===== src/tpio_consts.svh =====
// Constants for the timing pulse I/O unit: clock rate, times, ids, resets
`ifndef TPIO_CONSTS_SVH
`define TPIO_CONSTS_SVH

`define TPIO_CLK_HZ          100000000
`define TPIO_SEC_S           1
`define TPIO_PPS_LOW_US      1000
`define TPIO_PPS_HIGH_US     999000
`define TPIO_IMU_LO_HZ       100
`define TPIO_IMU_HI_HZ       250
`define TPIO_EVT_LO_HZ       1
`define TPIO_EVT_HI_HZ       4
`define TPIO_EVT_EDGE_HZ     50
`define TPIO_CAM_PULSE_US    10

`define TPIO_SEC_CYC         (`TPIO_SEC_S * `TPIO_CLK_HZ)
`define TPIO_PPS_LOW_CYC     (`TPIO_PPS_LOW_US * (`TPIO_CLK_HZ / 1000000))
`define TPIO_IMU_LO_CYC      (`TPIO_CLK_HZ / `TPIO_IMU_LO_HZ)
`define TPIO_IMU_HI_CYC      (`TPIO_CLK_HZ / `TPIO_IMU_HI_HZ)
`define TPIO_EVT_LO_CYC      (`TPIO_CLK_HZ / `TPIO_EVT_LO_HZ)
`define TPIO_EVT_HI_CYC      (`TPIO_CLK_HZ / `TPIO_EVT_HI_HZ)
`define TPIO_EVT_EDGE_CYC    (`TPIO_CLK_HZ / `TPIO_EVT_EDGE_HZ)
`define TPIO_CAM_PULSE_CYC   (`TPIO_CAM_PULSE_US * (`TPIO_CLK_HZ / 1000000))

`define TPIO_MSG_ID_A        8'h18
`define TPIO_MSG_ID_B        8'h2B

`define TPIO_PPS_RST         1'b1
`define TPIO_SYNC_RST        1'b1
`define TPIO_CAM_RST         1'b0

`endif


===== src/tpio_pkg.sv =====
// Types shared by the timing pulse I/O unit
package tpio_pkg;

	typedef struct packed {
		logic [31:0] sec;
		logic [31:0] sub;
	} tpio_stamp_t;

	typedef struct packed {
		logic        valid;
		logic [7:0]  msg_id;
		logic        rising;
		tpio_stamp_t stamp;
	} tpio_evt_rpt_t;

	typedef struct packed {
		logic rise_en;
		logic fall_en;
	} tpio_evt_cfg_t;

	typedef struct packed {
		logic [15:0] dist_m;
		logic [15:0] pulses_per_m;
	} tpio_cam_cfg_t;

	typedef enum logic [2:0] {
		TPIO_RPT_IDLE = 3'b001,
		TPIO_RPT_A    = 3'b010,
		TPIO_RPT_B    = 3'b100
	} tpio_rpt_state_t;

	typedef enum logic [1:0] {
		TPIO_CAM_IDLE  = 2'b01,
		TPIO_CAM_PULSE = 2'b10
	} tpio_cam_state_t;

endpackage


===== src/tpio_edge.sv =====
// Two-stage synchroniser with rise and fall detection
`timescale 1ns/1ps
module tpio_edge (
	input  wire logic clk,
	input  wire logic sys_rst,
	input  wire logic din,
	output logic      rise,
	output logic      fall
);
	logic       meta_reg;
	logic       sync_reg;
	logic       prev_reg;
	logic [2:0] fill_reg;

	always_ff @(posedge clk or posedge sys_rst) begin
		if (sys_rst) begin
			meta_reg <= 1'b0;
			sync_reg <= 1'b0;
			prev_reg <= 1'b0;
		end else begin
			meta_reg <= din;
			sync_reg <= meta_reg;
			prev_reg <= sync_reg;
		end
	end

	// Edges held off until the chain holds real samples of the pin
	always_ff @(posedge clk or posedge sys_rst) begin
		if (sys_rst) begin
			fill_reg <= 3'h0;
		end else begin
			fill_reg <= {fill_reg[1:0], 1'b1};
		end
	end

	assign rise = fill_reg[2] & sync_reg & ~prev_reg;
	assign fall = fill_reg[2] & ~sync_reg & prev_reg;
endmodule


===== src/tpio_top.sv =====
// Timing pulse I/O unit: second pulse, sample sync, event stamps, camera
//
// Notes on behaviour
// - Second pulse falls exactly at each satellite-time second boundary.
// - Second pulse low 1 ms after boundary, high 999 ms, every second.
// - Edges on the event input are timestamped for external occurrences.
// - Default event rate limit: 1 Hz on 100 Hz units, 4 Hz on 250 Hz.
// - Selecting rising, falling or both edges raises the limit to 50 Hz.
// - Each captured event is reported tagged as message 24 and message 43.
// - Odometer wheel is taken to travel straight; no steering correction.
// - One camera trigger pulse per fixed distance travelled.
// - Metres between camera triggers is a configuration input.
// - Sync output at 100 Hz or 250 Hz, locked to inertial sample time.
// - Sync output roughly 50% duty, falling edge at each sample.
// - One sync falling edge each second lines up with the second pulse.
`timescale 1ns/1ps
`include "tpio_consts.svh"
module tpio_top
	import tpio_pkg::*;
#(
	parameter int unsigned SEC_CYC      = `TPIO_SEC_CYC,
	parameter int unsigned PPS_LOW_CYC  = `TPIO_PPS_LOW_CYC,
	parameter int unsigned IMU_LO_CYC   = `TPIO_IMU_LO_CYC,
	parameter int unsigned IMU_HI_CYC   = `TPIO_IMU_HI_CYC,
	parameter int unsigned EVT_LO_CYC   = `TPIO_EVT_LO_CYC,
	parameter int unsigned EVT_HI_CYC   = `TPIO_EVT_HI_CYC,
	parameter int unsigned EVT_EDGE_CYC = `TPIO_EVT_EDGE_CYC,
	parameter int unsigned CAM_CYC      = `TPIO_CAM_PULSE_CYC
) (
	input  wire logic    clk,
	input  wire logic    sys_rst,
	input  wire logic    sec_mark,
	input  wire logic    rate_hi,
	input  wire logic    evt_in,
	input  wire tpio_evt_cfg_t evt_cfg,
	input  wire logic    odo_in,
	input  wire tpio_cam_cfg_t cam_cfg,
	output logic         pps_out,
	output logic         imu_sync_out,
	output logic         cam_trig_out,
	output tpio_evt_rpt_t evt_rpt,
	output tpio_stamp_t  odo_stamp,
	output logic [31:0]  odo_count,
	output logic [15:0]  evt_drop_count
);
	if (PPS_LOW_CYC < 1 || PPS_LOW_CYC >= SEC_CYC) begin : g_chk_pps
		$error("second pulse low time must be within one second");
	end
	if (IMU_HI_CYC < 2 || IMU_LO_CYC < 2) begin : g_chk_imu
		$error("sync period too short");
	end
	if (EVT_EDGE_CYC < 3 || EVT_HI_CYC < 3 || EVT_LO_CYC < 3) begin : g_chk_evt
		$error("event spacing must be at least three cycles");
	end
	if (CAM_CYC < 1) begin : g_chk_cam
		$error("camera pulse must be at least one cycle");
	end

	function automatic logic [31:0] inc32(input logic [31:0] v);
		inc32 = v + 32'h1;
	endfunction
	logic            pps_reg;
	logic            sync_reg;
	logic            cam_reg;
	logic [31:0]     sub_reg;
	logic [31:0]     sec_reg;
	logic [31:0]     imu_reg;
	logic [31:0]     hold_reg;
	logic [31:0]     odo_acc_reg;
	logic [31:0]     odo_cnt_reg;
	logic [31:0]     target_reg;
	logic [31:0]     cam_cnt_reg;
	logic [15:0]     drop_reg;
	tpio_stamp_t     odo_stamp_reg;
	tpio_stamp_t     evt_stamp_reg;
	logic            evt_pol_reg;
	tpio_evt_rpt_t   rpt_reg;
	tpio_rpt_state_t rpt_state_reg;
	tpio_cam_state_t cam_state_reg;

	logic        boundary;
	logic [31:0] imu_period;
	logic        imu_wrap;
	logic        ev_rise;
	logic        ev_fall;
	logic        odo_rise;
	logic        ev_hit;
	logic        ev_accept;
	logic [31:0] ev_gap;
	logic        cam_fire;
	tpio_stamp_t now;
	tpio_edge u_evt_edge (
		.clk     (clk),
		.sys_rst (sys_rst),
		.din     (evt_in),
		.rise    (ev_rise),
		.fall    (ev_fall)
	);
	tpio_edge u_odo_edge (
		.clk     (clk),
		.sys_rst (sys_rst),
		.din     (odo_in),
		.rise    (odo_rise),
		.fall    ()
	);
	// Second boundary from the disciplined mark, flywheel if it is missing
	assign boundary = sec_mark || (sub_reg == 32'(SEC_CYC - 1));
	assign now.sec  = sec_reg;
	assign now.sub  = sub_reg;

	always_ff @(posedge clk or posedge sys_rst) begin
		if (sys_rst) begin
			sub_reg <= 32'h0;
			sec_reg <= 32'h0;
		end else if (boundary) begin
			sub_reg <= 32'h0;
			sec_reg <= inc32(sec_reg);
		end else begin
			sub_reg <= inc32(sub_reg);
		end
	end

	// Low from the boundary for the low time, high for the rest
	always_ff @(posedge clk or posedge sys_rst) begin
		if (sys_rst) begin
			pps_reg <= `TPIO_PPS_RST;
		end else if (boundary) begin
			pps_reg <= 1'b0;
		end else begin
			pps_reg <= (inc32(sub_reg) >= 32'(PPS_LOW_CYC));
		end
	end

	// Sample sync: phase restarted on each second boundary
	assign imu_period = rate_hi ? 32'(IMU_HI_CYC) : 32'(IMU_LO_CYC);
	assign imu_wrap   = boundary || (imu_reg >= imu_period - 32'h1);

	always_ff @(posedge clk or posedge sys_rst) begin
		if (sys_rst) begin
			imu_reg <= 32'h0;
		end else if (imu_wrap) begin
			imu_reg <= 32'h0;
		end else begin
			imu_reg <= inc32(imu_reg);
		end
	end

	always_ff @(posedge clk or posedge sys_rst) begin
		if (sys_rst) begin
			sync_reg <= `TPIO_SYNC_RST;
		end else if (imu_wrap) begin
			sync_reg <= 1'b0;
		end else begin
			sync_reg <= (inc32(imu_reg) >= (imu_period >> 1));
		end
	end

	// Event edge choice and rate limit
	always_comb begin
		if (evt_cfg.rise_en || evt_cfg.fall_en) begin
			ev_hit = (evt_cfg.rise_en && ev_rise)
				|| (evt_cfg.fall_en && ev_fall);
			ev_gap = 32'(EVT_EDGE_CYC);
		end else begin
			ev_hit = ev_fall;
			ev_gap = rate_hi ? 32'(EVT_HI_CYC) : 32'(EVT_LO_CYC);
		end
	end
	assign ev_accept = ev_hit && (hold_reg == 32'h0);
	always_ff @(posedge clk or posedge sys_rst) begin
		if (sys_rst) begin
			hold_reg <= 32'h0;
		end else if (ev_accept) begin
			hold_reg <= ev_gap - 32'h1;
		end else if (hold_reg != 32'h0) begin
			hold_reg <= hold_reg - 32'h1;
		end
	end

	always_ff @(posedge clk or posedge sys_rst) begin
		if (sys_rst) begin
			drop_reg <= 16'h0000;
		end else if (ev_hit && !ev_accept && drop_reg != 16'hFFFF) begin
			drop_reg <= drop_reg + 16'h0001;
		end
	end

	always_ff @(posedge clk or posedge sys_rst) begin
		if (sys_rst) begin
			evt_stamp_reg <= '0;
			evt_pol_reg   <= 1'b0;
		end else if (ev_accept) begin
			evt_stamp_reg <= now;
			evt_pol_reg   <= ev_rise;
		end
	end

	// Report each capture twice, one per status message
	always_ff @(posedge clk or posedge sys_rst) begin
		if (sys_rst) begin
			rpt_state_reg <= TPIO_RPT_IDLE;
			rpt_reg       <= '0;
		end else begin
			case (rpt_state_reg)
				TPIO_RPT_IDLE: begin
					rpt_reg.valid <= 1'b0;
					if (ev_accept) begin
						rpt_state_reg <= TPIO_RPT_A;
					end
				end
				TPIO_RPT_A: begin
					rpt_reg.valid  <= 1'b1;
					rpt_reg.msg_id <= `TPIO_MSG_ID_A;
					rpt_reg.rising <= evt_pol_reg;
					rpt_reg.stamp  <= evt_stamp_reg;
					rpt_state_reg  <= TPIO_RPT_B;
				end
				TPIO_RPT_B: begin
					rpt_reg.valid  <= 1'b1;
					rpt_reg.msg_id <= `TPIO_MSG_ID_B;
					rpt_state_reg  <= TPIO_RPT_IDLE;
				end
				default: begin
					rpt_reg.valid <= 1'b0;
					rpt_state_reg <= TPIO_RPT_IDLE;
				end
			endcase
		end
	end

	// Odometer: wheel pulses counted as straight-line distance
	always_ff @(posedge clk or posedge sys_rst) begin
		if (sys_rst) begin
			target_reg <= 32'h0;
		end else begin
			target_reg <= 32'(cam_cfg.dist_m)
				* 32'(cam_cfg.pulses_per_m);
		end
	end

	assign cam_fire = odo_rise && (target_reg != 32'h0)
		&& (inc32(odo_acc_reg) >= target_reg);
	always_ff @(posedge clk or posedge sys_rst) begin
		if (sys_rst) begin
			odo_acc_reg   <= 32'h0;
			odo_cnt_reg   <= 32'h0;
			odo_stamp_reg <= '0;
		end else if (odo_rise) begin
			odo_acc_reg   <= cam_fire ? 32'h0 : inc32(odo_acc_reg);
			odo_cnt_reg   <= inc32(odo_cnt_reg);
			odo_stamp_reg <= now;
		end
	end

	// Camera pulse; a new trigger during a pulse restarts its width
	always_ff @(posedge clk or posedge sys_rst) begin
		if (sys_rst) begin
			cam_state_reg <= TPIO_CAM_IDLE;
			cam_cnt_reg   <= 32'h0;
			cam_reg       <= `TPIO_CAM_RST;
		end else begin
			case (cam_state_reg)
				TPIO_CAM_IDLE: begin
					if (cam_fire) begin
						cam_state_reg <= TPIO_CAM_PULSE;
						cam_cnt_reg   <= 32'(CAM_CYC - 1);
						cam_reg       <= 1'b1;
					end
				end
				TPIO_CAM_PULSE: begin
					if (cam_fire) begin
						cam_cnt_reg <= 32'(CAM_CYC - 1);
					end else if (cam_cnt_reg == 32'h0) begin
						cam_state_reg <= TPIO_CAM_IDLE;
						cam_reg       <= 1'b0;
					end else begin
						cam_cnt_reg <= cam_cnt_reg - 32'h1;
					end
				end
				default: begin
					cam_state_reg <= TPIO_CAM_IDLE;
					cam_reg       <= 1'b0;
				end
			endcase
		end
	end
	assign pps_out        = pps_reg;
	assign imu_sync_out   = sync_reg;
	assign cam_trig_out   = cam_reg;
	assign evt_rpt        = rpt_reg;
	assign odo_stamp      = odo_stamp_reg;
	assign odo_count      = odo_cnt_reg;
	assign evt_drop_count = drop_reg;
endmodule


===== config.mk =====
export PLATFORM = sky130hd
export DESIGN_NAME = tpio_top
export DESIGN_NICKNAME = d
export VERILOG_FILES = /design/src/tpio_pkg.sv /design/src/tpio_edge.sv /design/src/tpio_top.sv
export VERILOG_INCLUDE_DIRS = /design/src
export SDC_FILE = /design/constraint.sdc
export NUM_CORES = 2
export LEC_CHECK = 0
export BUFFER_PORTS_ARGS = -buffer_cell sky130_fd_sc_hd__buf_2
export CORE_MARGIN = 2
export CORE_UTILIZATION = 56
export DETAILED_ROUTE_END_ITERATION = 8
export GPL_ROUTABILITY_DRIVEN = 1
export PLACE_DENSITY_LB_ADDON = 0.25
export REMOVE_ABC_BUFFERS = 1
export SETUP_SLACK_MARGIN = 0.02
export SLEW_MARGIN = 40
export SYNTH_ARGS = -nofsm -noshare
export SYNTH_HDL_FRONTEND = slang
export SYNTH_SLANG_ARGS = --single-unit

===== constraint.sdc =====
create_clock -name clk -period 20.2 [get_ports clk]
set_clock_uncertainty 0.05 [all_clocks]
set_input_delay 6.06 -clock clk [delete_from_list [all_inputs] [get_ports clk]]
set_output_delay 6.06 -clock clk [all_outputs]
set_load 0.01 [all_outputs]

Word level (Yosys, flattened, before mapping)
Cells that the tools add are included.
{"block": "totals", "ff_bits": 495, "inputBits": 40, "elab_cells": 117}
{"block": "classes", "add_sub_neg": 10, "multipliers": 1, "magnitude_cmp": 4, "n_eq_ne": 12, "muxes": 27, "n_bitwise": 9, "reduce_logical": 22}
{"operator": "$mux W32", "count": 8}
{"operator": "$add A32 B1 Y32 const B", "count": 5}
{"operator": "$sub A32 B1 Y32 const B", "count": 3}
{"operator": "$ge A32 B32 Y1", "count": 2}
{"operator": "$logic_not A32 Y1", "count": 2}
{"operator": "$pmux W32 S2", "count": 1}
{"operator": "$reduce_bool A32 Y1", "count": 2}
{"operator": "$mux W27", "count": 2}
{"operator": "$eq A32 B27 Y1 const B", "count": 1}
{"operator": "$ge A32 B17 Y1 const B", "count": 1}
{"operator": "$ge A32 B19 Y1", "count": 1}
{"operator": "$mul A16 B16 Y32", "count": 1}
{"operator": "$sub A20 B1 Y21 const B", "count": 1}
{"operator": "$mux W20", "count": 1}
{"operator": "$add A16 B1 Y16 const B", "count": 1}
{"operator": "$ne A16 B16 Y1 const B", "count": 1}
{"operator": "$pmux W8 S2", "count": 1}
{"operator": "$ne A2 B2 Y1 const B", "count": 4}
{"operator": "$logic_and A1 B1 Y1", "count": 7}
{"operator": "$mux W1", "count": 7}
{"operator": "$and A1 B1 Y1", "count": 6}
{"operator": "$mux W2", "count": 3}
{"operator": "$pmux W3 S2", "count": 1}
{"operator": "$reduce_and A3 Y1", "count": 2}
{"operator": "other kinds (14)", "count": 21}

Longest topological paths before layout
{"block": "logic_depth", "ltp_word": 10, "depth_mapped": 23, "mapped_depth_nobuf": 22}

Cells and area by module
A second synthesis with hierarchy kept.
{"block": "hier_totals", "hier_cells": 3069, "area_unflattened_um2": 30723.2}
{"mod": "tpio_top", "n_inst": 1, "cells_each": 3049, "area_each_um2": 30372.9}
{"mod": "tpio_edge", "n_inst": 2, "cells_each": 10, "area_each_um2": 175.2}

Worst setup path after synthesis
No wires, ideal clock.
{"block": "synth_timing", "path_kind": "in2reg", "start": "input port cam_cfg[9] (netlist bit)", "end": "register target_reg[27]", "t_arrival_ps": 11497, "path_slack_ps": 8529, "stages": 22, "path_cell_list": "clkbuf_1 nand2_1 fa_1 inv_1 fa_1 inv_1 fa_1 inv_1 fa_1 fa_1 inv_1 fa_1 inv_1 ha_1 a21o_1 a21o_1 a221o_1 a31oi_1 o21ai_0 a21oi_1 o21ai_0 xnor2_1"}
{"block": "synth_between", "elab_chain_cells": 1}
{"element": "start: declaration", "line_no": "tpio_top.sv:37", "source": "input wire tpio_cam_cfg_t cam_cfg,"}
{"element": "$mul A16 B16 Y32", "line_no": "tpio_top.sv:237", "source": "* 32'(cam_cfg.pulses_per_m);"}
{"element": "end signal: assignment", "line_no": "tpio_top.sv:236", "source": "target_reg <= 32'(cam_cfg.dist_m)"}
{"element": "end: declaration", "line_no": "tpio_top.sv:71", "source": "logic [31:0] target_reg;"}
Every way passes these cells.
A chain may end at the register's enable or synchronous reset.

Worst setup path after layout
{"block": "layout_timing", "start": "input port cam_cfg[21] (netlist bit)", "end": "register target_reg[27]"}
The elaborated chain is that of the path after synthesis.

==> qor.json <==
{
  "logic_synthesis": {
    "largest_cells_by_area_after_synthesis": "dfrtp_1 40%, fa_1 13%, nand2_1 8.1%",
    "postSynth.asyncResetShare_pct": 100.0,
    "synthDistinctLibCells": 72,
    "synth_top_area_cell": "dfrtp_1",
    "share_of_the_synthesized_area_in_the_top_cell_type_pct": 39.64,
    "netlist_instances": 3160,
    "synth_edf_count": 0,
    "synth-main-ff-cell": "dfrtp_1",
    "yosys_register_bits": 486,
    "mappedNetlistArea_sq_um": 30430,
    "synth.avg_cell_area_sq_um": 9.629,
    "sequential_area_share_after_synthesis_pct": 39.99,
    "yosysWarnings": 0
  },
  "status": {
    "status": "completed"
  },
  "global_routing": {
    "grt_remaining_overflow": 0,
    "grt_pass1_vias": 23097,
    "antenna_found_initial": 1,
    "gr-usage-all-layers_pct": 25.13,
    "grt_first_pass_wirelength_microns": 116400,
    "grt_max_degree": 125
  },
  "cts": {
    "htree_levels": 2,
    "postCtsHoldBufs": 0,
    "root_buffer": "clkbuf_16",
    "cts_buffers": 50,
    "clock_sink_count": 486,
    "worst_skew_pair.late_latency_ps": 590,
    "ctsResizeCount": 0,
    "number_of_buffers_inserted_to_repair_setup_after_cts": 0,
    "cts.clk_slew.worst_paths_ps": 60,
    "clockBufferDepth": 3,
    "tritoncts": "built"
  },
  "worst_setup_path": {
    "worst-path-max-fanout": 16,
    "worst_path_max_delay_cell": "fa_1",
    "ff2ff_setup_slack_ps": 14790,
    "critical_path_class": "input port to flip-flop",
    "critical_path.cell_chain": "buf_2 > nand2_1 > fa_1 > inv_1 > fa_1 > inv_1 > fa_1 > inv_1 > fa_1 > fa_1 > inv_1 > fa_1 > inv_1 > ha_1 > a21o_1 > a21o_1 > a221o_1 > a31oi_1 > o21ai_0 > a21oi_1 > o21ai_0 > xnor2_1",
    "critical_path.max_stage_delay_ps": 560,
    "cpMostUsedCell": "fa_1",
    "timing.critical_path.required_ps": 20610,
    "cp-start-kind": "input port",
    "worst_ep_arrival_time_ps": 12080,
    "end_kind": "flip-flop"
  },
  "detailed_routing": {
    "wl_per_instance_microns": 16.98,
    "drt_iter0_markers": 1674,
    "routed_via_density": 5.562,
    "vias": 22664,
    "route.detailed.drc": 0,
    "drt_first_pass_iters": 5,
    "finalWirelength_microns": 69200,
    "antenna_violating_nets_post_route": 0
  },
  "sta": {
    "max_clock_freq_ghz": 0.08576,
    "fin_worst_hold_slack_ps": 301.1,
    "timing.slew.headroom_pct": 44.53,
    "setup_ws_ps": 8539,
    "post-route-period-util_pct": 57.73,
    "final_hold_viol_count": 0,
    "period_needed_ps": 11660,
    "final_report_setup_violation_count": 0,
    "slew_at_the_pin_closest_to_its_max_slew_limit_ps": 832.1,
    "setup_total_negative_slack_ps": 0,
    "final_max_slew_viol_count": 0,
    "grt_setup_unrepaired": "no"
  },
  "pwr": {
    "power_uw": 3920,
    "max-vdd-ir-drop_v": 0.0001495,
    "power_density_nw_per_um2": 115.7,
    "power.static_leakage_uw": 0.01762
  },
  "floorplanning": {
    "dieHeight_microns": 237.1,
    "die-area_sq_um": 56220,
    "number_of_placement_rows": 85,
    "pin_count": 229,
    "die_width_microns": 237.1,
    "start_util_pct": 56.54,
    "core_area_sq_um": 53810
  },
  "cells_and_area": {
    "most_common_cell_after_layout_fill_and_taps_aside": "nand2_1",
    "finish.net_count": 3733,
    "mostFrequentLayoutCells": "655 x nand2_1, 482 x dfrtp_1, 295 x inv_1, 225 x buf_2, 194 x fa_1",
    "largest_register_ffs": 69,
    "area.growth.synth_to_final_pct": 11.31,
    "finish.instance_area_sq_um": 33870,
    "final_layout_size_suffix_gt1_share_pct": 12.85,
    "num-fill-cells": 4397
  },
  "placed_design": {
    "port_buffers": 225,
    "detailedPlace.worstSlack_ps": 8011,
    "finalWeightedCongestion": 0.8753,
    "hpwl_microns": 49960,
    "postPlaceCellArea_sq_um": 32160
  },
  "min_path": {
    "hold_path.class": "flip-flop to flip-flop"
  },
  "run": {
    "maximum_capacitance_violations": 0
  }
}
[worst max-delay path, delay by kind of cell]
| family | cells | cell delay [ps] |
|---|---|---|
| AND/OR/NAND/NOR | 1 | 130 |
| buffers and inverters | 6 | 550 |
| AO/OA/AOI/OAI | 7 | 1700 |
| XOR/XNOR | 1 | 130 |
| adder cells (fa/ha/maj) | 7 | 3490 |
[where the power goes]
part / switching [uW] / internal, uW / total (uW)
clock: 382 / 543 / 925
sequential: 57.0 / 1060 / 1120
combinational: 1070 / 801 / 1880
[layer usage]
| metal | GRT usage (%) | share of wire, % | up-vias |
|---|---|---|---|
| met1 | 35.50 | 45 | 11271 |
| li1 | - | - | 10652 |
| met4 | 6.537 | 2.3 | 0 |
| met2 | 41.11 | 47 | 630 |
| met5 | 0 | 0 | - |
| met3 | 3.602 | 5.6 | 111 |
[stage by stage]
| step | std cells | utilization [%] |
|---|---|---|
| 4_1_cts | 4074 | 62.86 |
| 5_1_grt | 4075 | 62.94 |
| 3_3_place_gp | 3983 | 59.69 |
| 3_5_place_dp | 3984 | 59.77 |
| 2_1_floorplan | 3046 | - |
| 6_report | 4075 | 62.94 |
[Yosys cell counts (all sizes together) (20+ instances only)]
cell type	count
nand2	656
dfrtp	482
inv	296
fa	194
nor2	171
ha	159
xnor2	137
and2	130
clkbuf	114
nand3	83
xor2	75
o21ai	72
mux2	69
a21oi	60
nor3	54
nand4	50
and3	42
nor4	31
a21o	23
o31ai	20
or4	20
[final cells by class]
cell class / count / area [sq um] / area share (%)
multi-input combinational: 2264 / 16760 / 49.48
inverter: 296 / 1124 / 3.317
tap: 696 / 870.8 / 2.571
antenna: 1 / 2.502 / 0.007388
clock buffer: 70 / 1458 / 4.304
clock inverter: 20 / 207.7 / 0.6132
sequential: 486 / 12170 / 35.92
timing repair buffer: 242 / 1284 / 3.790
[cell families (layout without fill, tap and decap cells)]
group	count (synthesis)	count (layout)	share of synthesized area, %
buffers and inverters	423	628	5.284
and+or+nand+nor	1331	1331	20.51
AOI/OAI and AO/OA	282	282	6.168
other	2	16	0.02468
xor gates and xnor gates	212	212	6.102
adders and majority gates	353	353	19.30
muxes	71	71	2.619
DFF	486	486	39.99
[final timing paths]
kind | from | endpoint | cells past startpoint
max in group asynchronous | sys_rst | evt_drop_count[1] | 4
worst min-delay path | u_evt_edge.meta_reg | u_evt_edge.sync_reg | 0
worst min register to register | u_evt_edge.meta_reg | u_evt_edge.sync_reg | 0
worst max register to register | odo_acc_reg[2] | odo_acc_reg[2] | 14
min in group asynchronous | sys_rst | cam_cnt_reg[26] | 2
worst max-delay path | cam_cfg[21] | target_reg[27] | 22
Power figures use the tool's default switching activity.
